### config.mk
export PLATFORM = sky130hd
export DESIGN_NAME = rcm_top
export DESIGN_NICKNAME = d
export VERILOG_FILES = /design/src/rcm_pkg.sv /design/src/rcm_smb_slave.sv /design/src/rcm_top.sv
export SDC_FILE = /design/constraint.sdc
export NUM_CORES = 1
export LEC_CHECK = 0
export BUFFER_PORTS_ARGS = -buffer_cell sky130_fd_sc_hd__buf_2
export CORE_MARGIN = 5
export CORE_UTILIZATION = 55
export DETAILED_ROUTE_END_ITERATION = 8
export PLACE_DENSITY = 0.74
export SYNTH_ARGS = -nofsm -noshare
export SYNTH_HDL_FRONTEND = slang
export SYNTH_SLANG_ARGS = --single-unit
### constraint.sdc
create_clock -name clk -period 7.7 [get_ports clk]
set_clock_uncertainty 0.15 [all_clocks]
set_input_delay 1.155 -clock clk [delete_from_list [all_inputs] [get_ports clk]]
set_output_delay 1.155 -clock clk [all_outputs]
set_load 0.01 [all_outputs]
### src/rcm_pkg.sv
// Shared constants for the repeater control-source selection block
package rcm_pkg;
    // Lane and register geometry
    localparam int NLANE = 4;
    localparam int REGW = 8;
    localparam int NREG = 8;
    // Register index of lane 0 on each side
    localparam logic [7:0] REG_SIDE_A = 8'h00;
    localparam logic [7:0] REG_SIDE_B = 8'h04;
    // Lane control byte fields
    localparam int EQ_LSB = 0;
    localparam int EQ_W = 3;
    localparam int DE_LSB = 3;
    localparam int DE_W = 3;
    localparam int SW_LSB = 6;
    localparam int SW_W = 2;
    // Values applied in pin mode for fields that have no pins
    localparam logic [DE_W-1:0] PIN_DEEMPH = 3'h0;
    localparam logic [SW_W-1:0] PIN_SWING = 2'h1;
    // Value of every lane register after reset
    localparam logic [REGW-1:0] REG_RST = 8'h00;
    // Fixed upper bits of the 7-bit slave address
    localparam logic [2:0] ADDR_HI = 3'h5;
    // Bits in one byte, last bit index
    localparam logic [2:0] BIT_LAST = 3'h7;
    // Slave sequencer states
    typedef enum logic [3:0] {
        RCM_IDLE = 4'h0,
        RCM_ADDR = 4'h1,
        RCM_ACK_A = 4'h2,
        RCM_CMD = 4'h3,
        RCM_ACK_C = 4'h4,
        RCM_WDATA = 4'h5,
        RCM_ACK_W = 4'h6,
        RCM_RDATA = 4'h7,
        RCM_RACK = 4'h8
    } rcm_state_e;
endpackage

### src/rcm_smb_slave.sv
// Two-wire management bus slave: address match, byte writes and reads
`timescale 1ns/1ps
module rcm_smb_slave (
    input wire logic clk,
    input wire logic rst_n,
    input wire logic enable,
    input wire logic scl_s,
    input wire logic sda_s,
    input wire logic [3:0] addr,
    input wire logic [rcm_pkg::REGW-1:0] rd_data,
    output logic sda_oe,
    output logic wr_stb,
    output logic [7:0] ptr,
    output logic [7:0] wr_data
);
    import rcm_pkg::*;

    rcm_state_e st_r; // Sequencer state
    logic scl_d_r; // Previous clock level
    logic sda_d_r; // Previous data level
    logic [7:0] sh_r; // Receive shift register
    logic [7:0] tx_r; // Transmit shift register
    logic [2:0] cnt_r; // Bit counter
    logic [3:0] rcv_r; // Bits received in this byte
    logic scl_rise, scl_fall, start, stop;

    // Edge and framing detection on already synchronised lines
    assign scl_rise = scl_s && !scl_d_r;
    assign scl_fall = !scl_s && scl_d_r;
    assign start = scl_s && scl_d_r && sda_d_r && !sda_s;
    assign stop = scl_s && scl_d_r && !sda_d_r && sda_s;

    // Delay registers for edge detection
    always_ff @(posedge clk or negedge rst_n) begin
        if (!rst_n) begin
            scl_d_r <= 1'b1;
            sda_d_r <= 1'b1;
        end else begin
            scl_d_r <= scl_s;
            sda_d_r <= sda_s;
        end
    end

    // Byte sequencer; disabled bus sits idle and never drives
    always_ff @(posedge clk or negedge rst_n) begin
        if (!rst_n) begin
            st_r <= RCM_IDLE;
            sda_oe <= 1'b0;
            wr_stb <= 1'b0;
            ptr <= 8'h00;
            wr_data <= 8'h00;
            sh_r <= 8'h00;
            tx_r <= 8'h00;
            cnt_r <= 3'h0;
            rcv_r <= 4'h0;
        end else begin
            wr_stb <= 1'b0;
            if (!enable) begin
                st_r <= RCM_IDLE;
                sda_oe <= 1'b0;
            end else if (start) begin
                // Repeated start also lands here
                st_r <= RCM_ADDR;
                sda_oe <= 1'b0;
                rcv_r <= 4'h0;
            end else if (stop) begin
                st_r <= RCM_IDLE;
                sda_oe <= 1'b0;
            end else if (scl_rise) begin
                // Sample on rising clock
                if (st_r == RCM_ADDR || st_r == RCM_CMD ||
                    st_r == RCM_WDATA) begin
                    sh_r <= {sh_r[6:0], sda_s};
                    rcv_r <= rcv_r + 4'h1;
                end else if (st_r == RCM_RACK) begin
                    ptr <= ptr + 8'h01; // Reads auto-increment
                    sh_r[0] <= sda_s; // Master ack, low means more
                end
            end else if (scl_fall) begin
                // Change drive only while the clock is low
                unique case (st_r)
                    RCM_IDLE: begin
                        sda_oe <= 1'b0;
                    end
                    RCM_ADDR: begin
                        if (rcv_r[3]) begin
                            // Own address only
                            if (sh_r[7:1] == {ADDR_HI, addr}) begin
                                st_r <= RCM_ACK_A;
                                sda_oe <= 1'b1;
                            end else begin
                                st_r <= RCM_IDLE;
                            end
                        end
                    end
                    RCM_ACK_A: begin
                        rcv_r <= 4'h0;
                        if (sh_r[0]) begin
                            st_r <= RCM_RDATA;
                            tx_r <= rd_data;
                            cnt_r <= 3'h0;
                            sda_oe <= ~rd_data[7]; // Pull low only
                        end else begin
                            st_r <= RCM_CMD;
                            sda_oe <= 1'b0;
                        end
                    end
                    RCM_CMD: begin
                        if (rcv_r[3]) begin
                            ptr <= sh_r;
                            st_r <= RCM_ACK_C;
                            sda_oe <= 1'b1;
                        end
                    end
                    RCM_ACK_C: begin
                        st_r <= RCM_WDATA;
                        sda_oe <= 1'b0;
                        rcv_r <= 4'h0;
                    end
                    RCM_WDATA: begin
                        if (rcv_r[3]) begin
                            wr_data <= sh_r;
                            wr_stb <= 1'b1; // Whole byte commits at once
                            st_r <= RCM_ACK_W;
                            sda_oe <= 1'b1;
                        end
                    end
                    RCM_ACK_W: begin
                        ptr <= ptr + 8'h01;
                        st_r <= RCM_WDATA;
                        sda_oe <= 1'b0;
                        rcv_r <= 4'h0;
                    end
                    RCM_RDATA: begin
                        if (cnt_r == BIT_LAST) begin
                            st_r <= RCM_RACK;
                            sda_oe <= 1'b0;
                        end else begin
                            cnt_r <= cnt_r + 3'h1;
                            tx_r <= {tx_r[6:0], 1'b0};
                            sda_oe <= ~tx_r[6];
                        end
                    end
                    RCM_RACK: begin
                        if (!sh_r[0]) begin
                            st_r <= RCM_RDATA;
                            tx_r <= rd_data;
                            cnt_r <= 3'h0;
                            sda_oe <= ~rd_data[7];
                        end else begin
                            st_r <= RCM_IDLE;
                        end
                    end
                    default: begin
                        st_r <= RCM_IDLE;
                        sda_oe <= 1'b0;
                    end
                endcase
            end
        end
    end

    // Address acknowledge only after a matching address byte
    property p_addr_match;
        @(posedge clk) disable iff (!rst_n)
        (st_r == RCM_ACK_A && $past(st_r) != RCM_ACK_A)
            |-> $past(sh_r[7:1]) == {ADDR_HI, $past(addr)};
    endproperty
    a_addr_match: assert property (p_addr_match)
        else $error("ack given to foreign address");

    // Drive begins only on a falling clock edge
    property p_oe_on_low;
        @(posedge clk) disable iff (!rst_n)
        // Fall is seen one edge before the drive register moves
        $rose(sda_oe) |-> !scl_s && !$past(scl_s) && $past(scl_s, 2);
    endproperty
    a_oe_on_low: assert property (p_oe_on_low)
        else $error("data drive changed while clock high");
endmodule

### src/rcm_top.sv
// Control-source selection for a four-lane repeater
// Function
// - Strap high: registers reachable over management bus
// - Strap low: bus blocked, pins control settings
// - Strap defaults low, selecting pin mode
// - Bus clock input enabled only when strap high
// - Data line open-drain pull-low, host pulls up
// - Four straps set the slave address
// - Level pins ignored in management mode
// - Pin mode: one level per side, shared by all of that side's lanes
// - Management mode: per-lane settings from registers
`timescale 1ns/1ps
module rcm_top (
    input wire logic clk,
    input wire logic nrst,
    input wire logic mgmt_bus_enable_strap,
    input wire logic [3:0] slave_addr_straps,
    input wire logic side_a_eq_level_pin0,
    input wire logic side_a_eq_level_pin1,
    input wire logic side_b_eq_level_pin0,
    input wire logic side_b_eq_level_pin1,
    input wire logic scl_in,
    input wire logic sda_in,
    output logic sda_out,
    output logic sda_oe,
    output logic smb_mode,
    output logic [rcm_pkg::NLANE*rcm_pkg::REGW-1:0] lane_ctl_a,
    output logic [rcm_pkg::NLANE*rcm_pkg::REGW-1:0] lane_ctl_b
);
    import rcm_pkg::*;

    logic [1:0] rst_sync_r; // Reset release synchroniser
    logic rst_n; // Synchronised reset
    logic [10:0] pin_s1_r; // First sync stage, read by stage two only
    logic [10:0] pin_s2_r; // Second sync stage
    logic mode_s; // Synchronised strap
    logic scl_s, sda_s;
    logic [3:0] addr_s;
    logic [1:0] eq_a_s, eq_b_s;
    logic [REGW-1:0] regs_r [0:NREG-1]; // Per-lane control bytes
    logic [NLANE*REGW-1:0] regs_a, regs_b; // Flattened register view
    logic [REGW-1:0] rd_data;
    logic [REGW-1:0] pin_byte_a, pin_byte_b;
    logic wr_stb, oe_w;
    logic [7:0] ptr, wr_data;

    // Pin-mode lane byte from a side's two level pins
    function automatic logic [REGW-1:0] pin_byte(input logic [1:0] lv);
        pin_byte = {PIN_SWING, PIN_DEEMPH, 1'b0, lv};
    endfunction

    // Async assert, clocked release of reset
    always_ff @(posedge clk or negedge nrst) begin
        if (!nrst) begin
            rst_sync_r <= 2'b00;
        end else begin
            rst_sync_r <= {rst_sync_r[0], 1'b1};
        end
    end
    assign rst_n = rst_sync_r[1];

    // Two-flop sync of every pin; strap resets low
    always_ff @(posedge clk or negedge rst_n) begin
        if (!rst_n) begin
            pin_s1_r <= 11'h600; // Bus lines idle high, strap low
            pin_s2_r <= 11'h600;
        end else begin
            pin_s1_r <= {scl_in, sda_in, mgmt_bus_enable_strap,
                         slave_addr_straps, side_a_eq_level_pin1,
                         side_a_eq_level_pin0, side_b_eq_level_pin1,
                         side_b_eq_level_pin0};
            pin_s2_r <= pin_s1_r;
        end
    end
    assign scl_s = pin_s2_r[10];
    assign sda_s = pin_s2_r[9];
    assign mode_s = pin_s2_r[8];
    assign addr_s = pin_s2_r[7:4];
    assign eq_a_s = pin_s2_r[3:2];
    assign eq_b_s = pin_s2_r[1:0];
    assign pin_byte_a = pin_byte(eq_a_s);
    assign pin_byte_b = pin_byte(eq_b_s);

    // Bus slave; idle and silent unless the strap is high
    rcm_smb_slave u_slave (
        .clk(clk),
        .rst_n(rst_n),
        .enable(mode_s),
        .scl_s(scl_s),
        .sda_s(sda_s),
        .addr(addr_s),
        .rd_data(rd_data),
        .sda_oe(oe_w),
        .wr_stb(wr_stb),
        .ptr(ptr),
        .wr_data(wr_data)
    );

    // Readback; unmapped indices read zero
    assign rd_data = (ptr < 8'(NREG)) ? regs_r[ptr[2:0]] : 8'h00;

    // Lane registers, written only in management mode
    always_ff @(posedge clk or negedge rst_n) begin
        if (!rst_n) begin
            for (int i = 0; i < NREG; i++) begin
                regs_r[i] <= REG_RST;
            end
        end else if (wr_stb && mode_s && ptr < 8'(NREG)) begin
            regs_r[ptr[2:0]] <= wr_data;
        end
    end

    // Flatten register bytes per side
    genvar g;
    generate
        for (g = 0; g < NLANE; g++) begin : g_flat
            assign regs_a[g*REGW +: REGW] = regs_r[REG_SIDE_A[2:0] + g];
            assign regs_b[g*REGW +: REGW] = regs_r[REG_SIDE_B[2:0] + g];
        end
    endgenerate

    // Open drain: output level fixed low, only enable moves
    always_ff @(posedge clk or negedge rst_n) begin
        if (!rst_n) begin
            sda_out <= 1'b0;
            sda_oe <= 1'b0;
        end else begin
            sda_out <= 1'b0;
            sda_oe <= oe_w && mode_s;
        end
    end

    // Source select; all lanes and the mode flag move together
    // from one sampled strap, so no mixed state is ever seen
    always_ff @(posedge clk or negedge rst_n) begin
        if (!rst_n) begin
            smb_mode <= 1'b0;
            lane_ctl_a <= {NLANE{PIN_SWING, PIN_DEEMPH, 3'h0}};
            lane_ctl_b <= {NLANE{PIN_SWING, PIN_DEEMPH, 3'h0}};
        end else begin
            smb_mode <= mode_s;
            if (mode_s) begin
                lane_ctl_a <= regs_a;
                lane_ctl_b <= regs_b;
            end else begin
                lane_ctl_a <= {NLANE{pin_byte_a}};
                lane_ctl_b <= {NLANE{pin_byte_b}};
            end
        end
    end

    // Pin mode: every lane carries the side's pin level
    property p_pin_mode;
        @(posedge clk) disable iff (!rst_n)
        !mode_s |=> lane_ctl_a == {NLANE{$past(pin_byte_a)}} &&
            lane_ctl_b == {NLANE{$past(pin_byte_b)}};
    endproperty
    a_pin_mode: assert property (p_pin_mode)
        else $error("pin level not applied to all lanes");

    // Management mode: pins ignored, registers drive lanes
    property p_reg_mode;
        @(posedge clk) disable iff (!rst_n)
        mode_s |=> lane_ctl_a == $past(regs_a) &&
            lane_ctl_b == $past(regs_b);
    endproperty
    a_reg_mode: assert property (p_reg_mode)
        else $error("lane settings not from registers");

    // No drive on the data line in pin mode
    property p_no_drive;
        @(posedge clk) disable iff (!rst_n)
        !mode_s |=> !sda_oe && !sda_out;
    endproperty
    a_no_drive: assert property (p_no_drive)
        else $error("data line driven in pin mode");

    // No register write while the strap is low
    property p_no_write;
        @(posedge clk) disable iff (!rst_n)
        !mode_s ##1 !mode_s |-> !wr_stb;
    endproperty
    a_no_write: assert property (p_no_write)
        else $error("bus write with strap low");

    // Accepted write lands in the addressed register
    property p_write;
        @(posedge clk) disable iff (!rst_n)
        wr_stb && mode_s && ptr < 8'(NREG)
            |=> regs_r[$past(ptr[2:0])] == $past(wr_data);
    endproperty
    a_write: assert property (p_write)
        else $error("register write lost");

    // Pin mode after reset release for the sync latency
    property p_rst_default;
        @(posedge clk) $rose(rst_n) |-> !smb_mode [*2];
    endproperty
    a_rst_default: assert property (p_rst_default)
        else $error("not in pin mode after reset");

    // Mode flag tracks the strap with one cycle of delay
    property p_switch;
        @(posedge clk) disable iff (!rst_n)
        $changed(mode_s) |=> smb_mode == $past(mode_s) &&
            (smb_mode ? lane_ctl_a == $past(regs_a)
                      : lane_ctl_a == {NLANE{$past(pin_byte_a)}});
    endproperty
    a_switch: assert property (p_switch)
        else $error("source switch not atomic");
endmodule

## Word level (Yosys, flattened, before mapping)

Cells that the tools add are included.

| storage, ports and cells | value |
|---|---|
| input port bits | 13 |
| word-level logic and storage cells | 165 |
| output and inout bits | 67 |
| register bits | 200 |

| cells by class | value |
|---|---|
| mux-type cells | 63 |
| equality and inequality tests | 28 |
| reductions and logical operators | 35 |
| bitwise operators | 6 |
| order comparisons | 3 |
| add/sub/neg operators | 3 |

Operators by type and width:

| cell | count |
|---|---|
| 8-bit two-way mux | 9 |
| 64-bit bitwise mux | 1 |
| 32-bit two-way mux | 2 |
| 4-bit two-way mux | 15 |
| 4-bit case mux with 8 select lines | 1 |
| 5-bit by 2-bit inequality test with 1-bit output (second input constant) | 5 |
| 8-bit binary-select mux with 3-bit select | 1 |
| 8-bit demux with 3-bit select | 1 |
| 7-bit two-way mux | 3 |
| 7-bit case mux with 3 select lines | 1 |
| 1-bit two-way mux | 20 |
| 4-bit by 3-bit equality test with 1-bit output (second input constant) | 4 |
| 8-bit case mux with 2 select lines | 1 |
| 3-bit two-way mux | 5 |
| 5-bit AND reduction | 3 |
| 7-bit AND reduction | 2 |
| 3-bit nonzero test | 4 |
| 1-bit logical AND | 11 |
| 3-bit case mux with 3 select lines | 1 |
| 9-bit AND reduction | 1 |
| 8-bit by 1-bit adder with 8-bit output (second input constant) | 1 |
| 4-bit by 2-bit equality test with 1-bit output (second input constant) | 2 |
| 8-bit by 4-bit < comparator with 1-bit output (second input constant) | 1 |
| 2-bit inequality test (second input constant) | 4 |
| 28 further kinds | 39 |

## Depth between registers and ports, before layout

Gate-level depths: netlist (run 1).

| logic depth | value |
|---|---|
| word-level depth | 13 |
| mapped depth | 8 |
| mapped depth without buffers | 7 |

## Modules after synthesis

A second synthesis (run 1) with hierarchy kept.

| second synthesis, totals | value |
|---|---|
| cell total of the unflattened synthesis | 691 |
| area total of the unflattened synthesis | 8572.0 sq um |

Modules (own cells, without submodules):

| module | cells each | instances | area each (sq um) |
|---|---|---|---|
| rcm_top | 426 | 1 | 5958.2 |
| rcm_smb_slave | 265 | 1 | 2613.8 |

## Least setup slack after synthesis (run 1)

OpenSTA, ideal clock, no wires.

| timing | value |
|---|---|
| path type | reg2reg |
| from | register u_slave.scl_d_r |
| to | register u_slave.tx_r[0] |
| slack | 5.427 ns |
| stages on the path, launching flop included | 7 |
| data arrival time | 1.998 ns |
| period minus slack after synthesis | 2.273 ns |
| cell sequence | dfstp_2 > inv_1 > ha_1 > clkbuf_1 > nand2b_1 > a2111oi_4 > mux2_4 |

| between the ends | value |
|---|---|
| longest elaborated chain between the ends | 5 |

RTL lines:

| item | RTL line | text |
|---|---|---|
| start, declared | rcm_smb_slave.sv:19 | `logic scl_d_r;` |
| start signal, assigned | rcm_smb_slave.sv:39 | `scl_d_r <= scl_s;` |
| 1-bit logical AND | rcm_smb_slave.sv:30, rcm_smb_slave.sv:31 |  |
| 1-bit logical AND (on tied branches) (2 in a row) | rcm_smb_slave.sv:30, rcm_smb_slave.sv:31 |  |
| 1-bit NOT (no source line) | - |  |
| 9-bit AND reduction (no source line) (*) | - |  |
| end signal, assigned | rcm_smb_slave.sv:100 | `tx_r <= rd_data;` |
| end signal, assigned | rcm_smb_slave.sv:140 | `tx_r <= {tx_r[6:0], 1'b0};` |
| end signal, assigned | rcm_smb_slave.sv:147 | `tx_r <= rd_data;` |
| end, declared | rcm_smb_slave.sv:22 | `logic [7:0] tx_r;` |

Every way passes the cells marked *; elsewhere a longest branch is shown, timed or not.
A chain may end at the register's enable or synchronous reset.

## Worst setup path after layout (run 1)

| timing | value |
|---|---|
| from | register u_slave.ptr[1] |
| to | register regs_r, in the netlist regs_b[26] |

| between the ends | value |
|---|---|
| longest elaborated chain between the ends | 6 |

RTL lines:

| item | RTL line | text |
|---|---|---|
| start, declared | rcm_smb_slave.sv:13 | `output logic [7:0] ptr,` |
| start signal, assigned | rcm_smb_slave.sv:76 | `ptr <= ptr + 8'h01;` |
| start signal, assigned | rcm_smb_slave.sv:110 | `ptr <= sh_r;` |
| start signal, assigned | rcm_smb_slave.sv:129 | `ptr <= ptr + 8'h01;` |
| 3-bit NOT with 4-bit output (not written as such) | rcm_top.sv:109 | `regs_r[ptr[2:0]] <= wr_data;` |
| 4-bit >= comparator (not written as such) or 4-bit by 1-bit < comparator with 1-bit output (tied branches) | rcm_top.sv:109 |  |
| 1-bit logical AND (not written as such) | rcm_top.sv:109 |  |
| 8-bit two-way mux (not written as such) | rcm_top.sv:109 |  |
| 8-bit demux with 3-bit select | rcm_top.sv:109 |  |
| 64-bit bitwise mux | rcm_top.sv:109 |  |
| end signal, assigned by index | rcm_top.sv:109 |  |
| end, declared | rcm_top.sv:40 | `logic [REGW-1:0] regs_r [0:NREG-1];` |

Several ways; a longest one is shown, not always the timed one.

==> results.py, run 1 <==
metrics = {
    "timing": {
        "finalCritPeriodShare_pct": 37.80,
        "worstMarginPinSlew_ns": 1.071,
        "timing.fmax_ghz": 0.3436,
        "finalSetupViolCount": 0,
        "layout_min_cycle_time_ns": 2.911,
        "rsz0062_at_grt": "no",
        "setup_tns_ns": 0,
        "slew_violations": 0,
        "hold_violations": 0,
        "holdWs_ns": 0.1985,
        "slew_headroom_pct": 28.58,
    },
    "clock_network": {
        "cts_sinks": 200,
        "insertion_delay_ns": 0.43,
        "htreeDepth": 4,
        "cts_hold_buf": 0,
        "clockRootBuffer": "clkbuf_16",
        "post-cts-setup-buffers": 0,
        "clk_pin_slew_worst_paths_ns": 0.07,
        "tritoncts": "built",
        "numCtsBuffers": 17,
        "clockBufferDepth": 2,
        "ctsResizeCount": 0,
    },
    "setup_path": {
        "rr_worst_depth": 3,
        "crit-reg2reg-capture": "regs_b[26]",
        "cp-start-kind": "register",
        "reg2reg_slack_ns": 4.79,
        "critPathCapture": "regs_b[26]",
        "required_ns": 7.87,
        "critPathArrivalTime_ns": 3.08,
        "worstSetupStartpoint": "u_slave.ptr[1]",
        "path_max_fanout": 21,
        "critPathKind": "register to register",
        "end_kind": "register",
        "r2r-start": "u_slave.ptr[1]",
    },
    "die": {
        "die_w_um": 132.9,
        "start_util_pct": 55.26,
        "dieArea_mm2": 0.01766,
        "core_area_mm2": 0.01503,
        "rows": 45,
        "io_pins": 80,
        "fp.dieH_um": 132.9,
    },
    "synthesis": {
        "ys_seq_elements": 200,
        "yosysWarnings": 0,
        "synth_flop_cell": "dfrtp_1",
        "syn_inst": 634,
        "synth_fp_nets": 655,
        "ys_async_sr_fraction_pct": 100.0,
        "synth-edff-count": 0,
        "syn_area_per_cell_um2": 13.10,
        "syn-cell-area_mm2": 0.008308,
        "synth.yosys.seq_area_share_pct": 60.45,
        "synth_cell_types": 63,
    },
    "placement": {
        "hpwl_um": 11320,
        "io_buffers": 78,
        "placed_cells": 876,
        "place_area_mm2": 0.008840,
        "globalplace.congestion": 0.8486,
    },
    "final_layout": {
        "register_area_mm2": 0.005027,
        "multi_input_area_mm2": 0.003108,
        "stdcell_count": 908,
        "drive_above_1_share_pct": 32.64,
        "fill_cells": 1144,
        "num_antenna_cells": 0,
        "nets": 728,
        "final_area_mm2": 0.009479,
        "area_delta_synth_final_pct": 14.10,
    },
    "detailed_routing": {
        "vias": 5158,
        "drc": 0,
        "first_iter_violations": 411,
        "wl_per_cell_um": 18.75,
        "wl_um": 17030,
        "viasPerCell": 5.681,
        "drtPass1Iterations": 5,
        "ant_nets": 0,
    },
    "grt": {
        "busiest_layer": "met2",
        "grt.total_usage_pct": 20.60,
        "grt_overflow": 0,
        "grt_pass1_wl_um": 28670,
        "grtUsageMet1_pct": 27.90,
        "use_met2_pct": 33.04,
        "antenna_found_initial": 0,
        "grt_max_degree": 92,
        "grt_pass1_vias": 5367,
        "use_met3_pct": 3.878,
    },
    "power_and_ir_drop": {
        "powerDensity_mw_per_mm2": 220.0,
        "p_leak_nw": 4.655,
        "ir_drop_mv": 0.1478,
        "total_power_mw": 2.086,
    },
    "status": {
        "outcome": "finished clean",
    },
    "min_path": {
        "hp-class": "register to asynchronous set/reset pin",
    },
    "job": {
        "cap_violations": 0,
    },
}
-- routing by layer --
| layer | share of wire [%] | up-vias |
|---|---|---|
| met4 | 2.7 | 0 |
| met1 | 44 | 2618 |
| met2 | 49 | 136 |
| li1 | - | 2369 |
| met3 | 4.2 | 35 |
| met5 | 0 | - |
-- cells by family (layout without fill, tap and decap cells) --
| kind of cell | Yosys count | in the layout | synth area share, % |
|---|---|---|---|
| AOI/OAI and AO/OA | 72 | 72 | 5.723 |
| xor gates and xnor gates | 6 | 6 | 0.6325 |
| adders and majority gates | 8 | 8 | 1.205 |
| buffers and inverters | 40 | 126 | 2.139 |
| DFF | 200 | 200 | 60.45 |
| muxes | 110 | 110 | 16.96 |
| other | 2 | 2 | 0.09040 |
| and+or+nand+nor | 196 | 196 | 12.80 |
-- critical path, stage by stage, from the launching register on --
cell and delay (ns):
dfrtp_1 1.01, nand3_1 0.35, nor3_2 0.86, mux2_2 0.42
-- cells in the mapped netlist, types with 3 or more instances --
cell type    n  area share (%)
a211o_1      3            0.32
a21oi_1     19             1.1
a2bb2oi_1    3            0.32
and2_1      42             3.2
buf_2       12            0.72
clkbuf_1    12            0.54
dfrtp_1    186              56
dfstp_2     14             4.4
ha_1         8             1.2
inv_1       11            0.50
mux2_2      80              11
mux2i_1     11             1.3
mux4_2      16             4.3
nand2_1     49             2.2
nand2b_1    18             1.4
nand3_1     17             1.0
nand3b_1     6            0.54
nor2_1      32             1.4
nor3_1       3            0.18
nor4bb_1     3            0.36
o211ai_1     3            0.27
o21ai_0     21             1.3
or3_1        3            0.23
xnor2_1      6            0.63
-- sequential cells by signal, summed over array words and instances, names as in the netlist, 4 cells and up --
signal	count
lane_ctl_a	32
lane_ctl_b	32
regs_a	32
regs_b	32
pin_s1_r	11
pin_s2_r	11
u_slave.ptr	8
u_slave.sh_r	8
u_slave.wr_data	8
u_slave.tx_r	7
u_slave.rcv_r	4
u_slave.st_r	4
-- per-stage QoR --
stage | utilization [%] | setup WS [ns]
after floorplan | - | 1.589
final | 63.05 | 4.789
after global placement | 58.80 | 4.889
after detailed placement | 58.80 | 4.797
after CTS | 63.05 | 4.779
after global routing | 63.05 | 4.414
-- worst min-delay path by stage --
stage                     slack [ns]          end
after global placement          0.18  pin_s2_r[8]
after floorplan                 0.18  pin_s2_r[0]
after CTS                       0.20  pin_s2_r[3]
after global routing            0.21  pin_s2_r[3]
after detailed placement        0.18  pin_s2_r[5]
final                           0.20  pin_s2_r[7]
-- layout by cell type (no fill, tap or decap), types with 5 or more instances in the layout --
| master | count |
|---|---|
| o21ai_0 | 21 |
| mux2_2 | 80 |
| inv_1 | 11 |
| buf_2 | 78 |
| and2_1 | 42 |
| dfstp_2 | 14 |
| ha_1 | 8 |
| nand3_1 | 17 |
| xnor2_1 | 6 |
| clkbuf_16 | 17 |
| nand2b_1 | 18 |
| a21oi_1 | 19 |
| nor2_1 | 32 |
| nand3b_1 | 6 |
| dfrtp_1 | 184 |
| mux4_2 | 16 |
| nand2_1 | 49 |
| buf_4 | 5 |
| mux2i_1 | 11 |
-- power breakdown --
part	total [mW]	internal (mW)	switching (mW)
combinational	0.0608	0.0184	0.0424
sequential	1.08	1.07	0.0130
clock	0.944	0.540	0.404
-- area by class of cell --
class                   count  area share (%)
flip-flops and latches    200           53.04
multi-input cells         394           32.79
clock buffers              19           4.778
repair buffers             83           4.514
well taps                 188           2.482
clock inverters            13           1.967
inverters                  11          0.4356
No activity file was read; power rests on OpenSTA's default activity.
==> inputs of run 2 (changes only) <==
--- a/config.mk
+++ b/config.mk
@@ -5,6 +5,7 @@
 export SDC_FILE = /design/constraint.sdc
 export NUM_CORES = 1
 export LEC_CHECK = 0
+export ABC_AREA = 1
 export BUFFER_PORTS_ARGS = -buffer_cell sky130_fd_sc_hd__buf_2
 export CORE_MARGIN = 5
 export CORE_UTILIZATION = 55
==> constraint.sdc (replaced) <==
create_clock -name clk -period 3 [get_ports clk]
set_clock_uncertainty 0.15 [all_clocks]
set_input_delay 0.45 -clock clk [delete_from_list [all_inputs] [get_ports clk]]
set_output_delay 0.45 -clock clk [all_outputs]
set_load 0.01 [all_outputs]
==> results.py, run 2 <==
metrics = {
    "status": {
        "outcome": "finished clean",
    },
    "clock_network": {
        "numCtsBuffers": 17,
        "clk_pin_slew_worst_paths_ns": 0.07,
        "clockRootBuffer": "clkbuf_16",
        "cts_hold_buf": 12,
        "htreeDepth": 4,
        "tritoncts": "built",
        "cts_sinks": 200,
        "insertion_delay_ns": 0.44,
        "clockBufferDepth": 2,
        "post-cts-setup-buffers": 0,
        "ctsResizeCount": 0,
    },
    "timing": {
        "hold_violations": 0,
        "rsz0062_at_grt": "no",
        "timing.fmax_ghz": 0.4492,
        "worstMarginPinSlew_ns": 0.6899,
        "layout_min_cycle_time_ns": 2.226,
        "finalSetupViolCount": 0,
        "fin_ws_ns": 0.7739,
        "setup_tns_ns": 0,
        "slew_headroom_pct": 54.01,
        "finalCritPeriodShare_pct": 74.20,
        "slew_violations": 0,
    },
    "grt": {
        "grt_pass1_wl_um": 30700,
        "grt.total_usage_pct": 21.54,
        "grt_pass1_vias": 6060,
        "grt_overflow": 0,
        "antenna_found_initial": 0,
        "grt_max_degree": 57,
    },
    "job": {
        "cap_violations": 0,
    },
    "setup_path": {
        "slowest_stage": "dfstp_2",
        "critical_path.top_delay_family": "simple AND/OR/NAND/NOR gates",
        "cp-start-kind": "register",
        "path_buf_inv": 4,
        "required_ns": 3.17,
        "cp_slowest_stage_delay_ns": 0.54,
        "critPathArrivalTime_ns": 2.40,
        "end_kind": "register",
        "worst_path_most_repeated_cell": "inv_1",
        "path_max_fanout": 16,
        "critPathKind": "register to register",
        "cp_cell_sequence": "inv_1 > ha_1 > inv_1 > nand3_1 > inv_1 > nand3_1 > nor2_4 > inv_1 > nand2_1 > o31ai_1",
    },
    "die": {
        "io_pins": 80,
        "die_w_um": 134.3,
        "dieArea_mm2": 0.01804,
        "start_util_pct": 55.93,
        "rows": 45,
        "core_area_mm2": 0.01520,
        "fp.dieH_um": 134.3,
    },
    "synthesis": {
        "syn_area_per_cell_um2": 9.132,
        "synth_fp_nets": 952,
        "yosysMostFrequentCell": "nand2_1",
        "synth_cell_types": 38,
        "netlist.area_leader.share_pct": 54.75,
        "synthAdderAreaFrac_pct": 1.177,
        "synthXorXnorAreaFrac_pct": 0.4121,
        "ys_seq_elements": 200,
        "netlist_top_cells_count": "nand2_1, dfrtp_1, inv_1",
        "syn-cell-area_mm2": 0.008502,
        "synth_flop_cell": "dfrtp_1",
        "synth-edff-count": 0,
        "ys_async_sr_fraction_pct": 100.0,
        "synth.yosys.seq_area_share_pct": 59.07,
        "muxShareOfSynthArea_pct": 0,
        "yosysWarnings": 0,
        "synth_top_area_cell": "dfrtp_1",
        "syn_inst": 931,
        "synth_area_leaders": "dfrtp_1, nand2_1, inv_1",
        "synth_top_family_by_area": "simple AND/OR/NAND/NOR gates",
        "synth_compound_area_share_pct": 8.256,
        "synth-simple-area-share_pct": 23.50,
    },
    "final_layout": {
        "final_area_mm2": 0.009738,
        "final_common_cell": "nand2_1",
        "drive_above_1_share_pct": 18.99,
        "final_cell_mix": "nand2_1, dfrtp_1, inv_1, buf_2, o21ai_0",
        "area_delta_synth_final_pct": 14.54,
        "nets": 1040,
        "num_antenna_cells": 0,
    },
    "detailed_routing": {
        "drc": 0,
        "drtPass1Iterations": 7,
        "viasPerCell": 5.163,
        "wl_per_cell_um": 15.05,
        "vias": 6299,
        "wl_um": 18360,
        "first_iter_violations": 660,
        "ant_nets": 0,
    },
    "placement": {
        "io_buffers": 78,
        "globalplace.congestion": 0.9253,
        "place_area_mm2": 0.009020,
        "hpwl_um": 12470,
        "place_ws_ns": 0.8006,
    },
    "power_and_ir_drop": {
        "ir_drop_mv": 0.4312,
        "powerDensity_mw_per_mm2": 572.5,
        "p_leak_nw": 5.136,
    },
    "min_path": {
        "hp-class": "primary input to asynchronous set/reset pin",
    },
}
==> run 2: cell count changes after synthesis, moves of 18 or more <==
cell      delta
and2_1      -41
nand2_1    +258
o21ai_1     +32
mux2_2      -80
o21ai_0     +48
nand2b_1    -18
nand3_1     +37
inv_1       +96
==> run 2: cells by family (layout without fill, tap and decap cells) <==
logic type,after synthesis,after routing
buffers and inverters,145,246
AOI/OAI and AO/OA,127,127
other,2,2
DFF,200,200
xor gates and xnor gates,4,4
and+or+nand+nor,445,445
adders and majority gates,8,8
==> run 2: cell type report <==
type	instances	area (um2)
clock buffer	21	460.4
clock inverter	11	137.6
fill	1260	5464
inverter	115	431.7
multi-input combinational	586	2843
sequential	200	5027
tap	188	235.2
timing repair buffer	99	603.1
==> run 2: path summary, 6_finish.rpt <==
kind	end	start	depth (start not counted)	slack, ns
max	u_slave.cnt_r[0]	u_slave.scl_d_r	10	0.77
min	rst_sync_r[1]	nrst	2	0.18
max reg2reg	u_slave.cnt_r[0]	u_slave.scl_d_r	10	0.77
min reg2reg	pin_s2_r[7]	pin_s1_r[7]	0	0.20
max in group asynchronous	lane_ctl_a[30]	rst_sync_r[1]	1	1.64
min in group clk	pin_s2_r[7]	pin_s1_r[7]	0	0.20
==> run 2: through the flow <==
step | hold slack, ns | util [%] | total power [mW] | std cells
2_1_floorplan | 0.004409 | - | 3.148 | 931
3_3_place_gp | 0.08645 | 59.33 | 3.295 | 1176
3_5_place_dp | 0.08628 | 59.33 | 3.301 | 1176
4_1_cts | 0.1620 | 64.06 | 5.600 | 1220
5_1_grt | 0.1874 | 64.06 | 5.785 | 1220
6_report | 0.1773 | 64.06 | 5.575 | 1220
==> run 2: metal layers <==
layer  vias up  GRT usage [%]  routed length (um)
met5         -              0                   0
met4         0          8.145                 511
met3        38          5.064                1099
met2       195          32.88                8390
met1      2977          30.26                8358
li1       3089              -                   -
==> run 2: power by group <==
part           switching [mW]  internal (mW)
logic                   0.327          0.126
clock network            1.02           1.29
registers              0.0493           2.76
total                    1.40           4.18
==> inputs of run 3 (changes only) <==
==> constraint.sdc (replaced) <==
create_clock -name clk -period 2.2 [get_ports clk]
set_clock_uncertainty 0.15 [all_clocks]
set_input_delay 0.33 -clock clk [delete_from_list [all_inputs] [get_ports clk]]
set_output_delay 0.33 -clock clk [all_outputs]
set_load 0.01 [all_outputs]
==> results.py, run 3 (synthesized netlist as in run 2, its figures left out) <==
metrics = {
    "detailed_routing": {
        "ant_nets": 0,
        "drtPass1Iterations": 6,
        "drc": 0,
        "first_iter_violations": 623,
        "vias": 6342,
        "wl_per_cell_um": 14.79,
        "wl_um": 18180,
        "viasPerCell": 5.160,
    },
    "power_and_ir_drop": {
        "powerDensity_mw_per_mm2": 770.3,
        "comb_power_share_pct": 8.8,
        "p_int_mw": 5.596,
        "switchingPower_mw": 1.986,
        "p_leak_nw": 5.187,
        "pwr-share-clk_pct": 40.7,
        "seqPwrFrac_pct": 50.5,
        "ir_drop_mv": 0.5718,
        "switching_share_pct": 26.19,
    },
    "setup_path": {
        "cp_cell_sequence": "ha_1 > nand3_2 > nand3_1 > inv_1 > nand3_2 > nor2_4 > buf_12 > or2_1 > nand2_1 > inv_1",
        "cp_slowest_stage_delay_ns": 0.57,
        "required_ns": 2.38,
        "slowest_stage": "dfstp_2",
        "end_kind": "register",
        "path_buf_inv": 3,
        "path_depth": 10,
        "path_max_fanout": 14,
        "critPathArrivalTime_ns": 2.21,
        "cp-start-kind": "register",
        "critPathKind": "register to register",
        "rr_worst_depth": 10,
        "critical_path.top_delay_family": "simple AND/OR/NAND/NOR gates",
    },
    "timing": {
        "finalSetupViolCount": 0,
        "layout_min_cycle_time_ns": 2.030,
        "setup_tns_ns": 0,
        "fin_ws_ns": 0.1698,
        "timing.fmax_ghz": 0.4926,
        "rsz0062_at_grt": "no",
        "slew_violations": 0,
        "hold_violations": 0,
        "finalCritPeriodShare_pct": 92.28,
    },
    "final_layout": {
        "post-route-util_pct": 64.74,
        "final_cell_mix": "nand2_1, dfrtp_1, inv_1, buf_2, o21ai_0",
        "register_area_mm2": 0.005027,
        "area_delta_synth_final_pct": 15.76,
        "final_common_cell": "nand2_1",
        "fill_cells": 1265,
        "multi_input_area_mm2": 0.002848,
        "nets": 1049,
        "final_area_mm2": 0.009842,
        "num_antenna_cells": 0,
        "drive_above_1_share_pct": 19.88,
    },
    "placement": {
        "io_buffers": 78,
        "place_ws_ns": 0.1046,
        "place_area_mm2": 0.009105,
        "hpwl_um": 12470,
        "globalplace.congestion": 0.9331,
    },
    "min_path": {
        "hp-class": "primary input to asynchronous set/reset pin",
    },
    "clock_network": {
        "htreeDepth": 4,
        "clk_pin_slew_worst_paths_ns": 0.08,
        "cts_sinks": 200,
        "numCtsBuffers": 17,
        "clockBufferDepth": 2,
        "insertion_delay_ns": 0.44,
        "tritoncts": "built",
        "clockRootBuffer": "clkbuf_16",
    },
    "grt": {
        "antenna_found_initial": 0,
        "grt_overflow": 0,
        "grt.total_usage_pct": 21.45,
        "grt_pass1_vias": 5943,
        "grt_max_degree": 61,
        "grt_pass1_wl_um": 30510,
    },
    "die": {
        "io_pins": 80,
        "core_area_mm2": 0.01520,
        "dieArea_mm2": 0.01804,
        "fp.dieH_um": 134.3,
        "die_w_um": 134.3,
        "start_util_pct": 55.93,
        "rows": 45,
    },
    "job": {
        "cap_violations": 0,
    },
    "status": {
        "outcome": "finished clean",
    },
}
run 3: cell type report:
cell class / count / area share (%)
Clock buffer: 18 / 4.361
Tap cell: 188 / 2.390
Timing Repair Buffer: 108 / 7.196
Clock inverter: 14 / 1.653
Inverter: 115 / 4.386
Multi-Input combinational cell: 586 / 28.93
Sequential cell: 200 / 51.08
run 3: final timing paths:
path,startpoint,endpoint,slack [ns]
min reg2reg,rst_sync_r[1],lane_ctl_a[5],0.13
max reg2reg,pin_s2_r[10],u_slave.tx_r[3],0.17
min,nrst,rst_sync_r[1],0.04
max,pin_s2_r[10],u_slave.tx_r[3],0.17
max in group asynchronous,rst_sync_r[1],u_slave.sda_d_r,1.05
min in group clk,pin_s1_r[6],pin_s2_r[6],0.20
run 3: worst reg2reg max path, cell delays in order, from the launching register on:
cell,delay [ns]
dfstp_2,0.57
ha_1,0.23
nand3_2,0.16
nand3_1,0.11
inv_1,0.08
nand3_2,0.11
nor2_4,0.07
buf_12,0.14
or2_1,0.21
nand2_1,0.07
inv_1,0.03
run 3: metal layers:
layer	share of wire, %	vias up	global-route usage [%]
li1	-	3119	-
met1	45	2974	30.54
met2	45	211	31.93
met3	6.5	38	4.614
met4	2.9	0	9.559
met5	0	-	0
run 3: repair_timing:
action | CTS | global route
gates resized for setup | 0 | 1
hold buffers | 12 | 0
endpoints found under the hold margin | 13 | 0
setup buffers | 0 | 1
endpoints found under the setup margin | 0 | 8
run 3: power by group through the flow:
stage	registers (mW)	logic, mW	clock network [mW]
3_3_place_gp	3.90	0.648	0
4_1_cts	3.83	0.669	3.12
3_5_place_dp	3.90	0.649	0
2_1_floorplan	3.93	0.363	0
6_report	3.83	0.668	3.09
5_1_grt	3.84	0.742	3.29
run 3: stage by stage:
step | power [mW] | hold WS, ns | cells
finish | 7.582 | 0.04405 | 1229
detailed placement | 4.546 | -0.03172 | 1184
floorplan | 4.293 | -0.1156 | 931
global placement | 4.544 | -0.03360 | 1184
CTS | 7.616 | 0.02660 | 1228
global route | 7.867 | 0.04158 | 1229
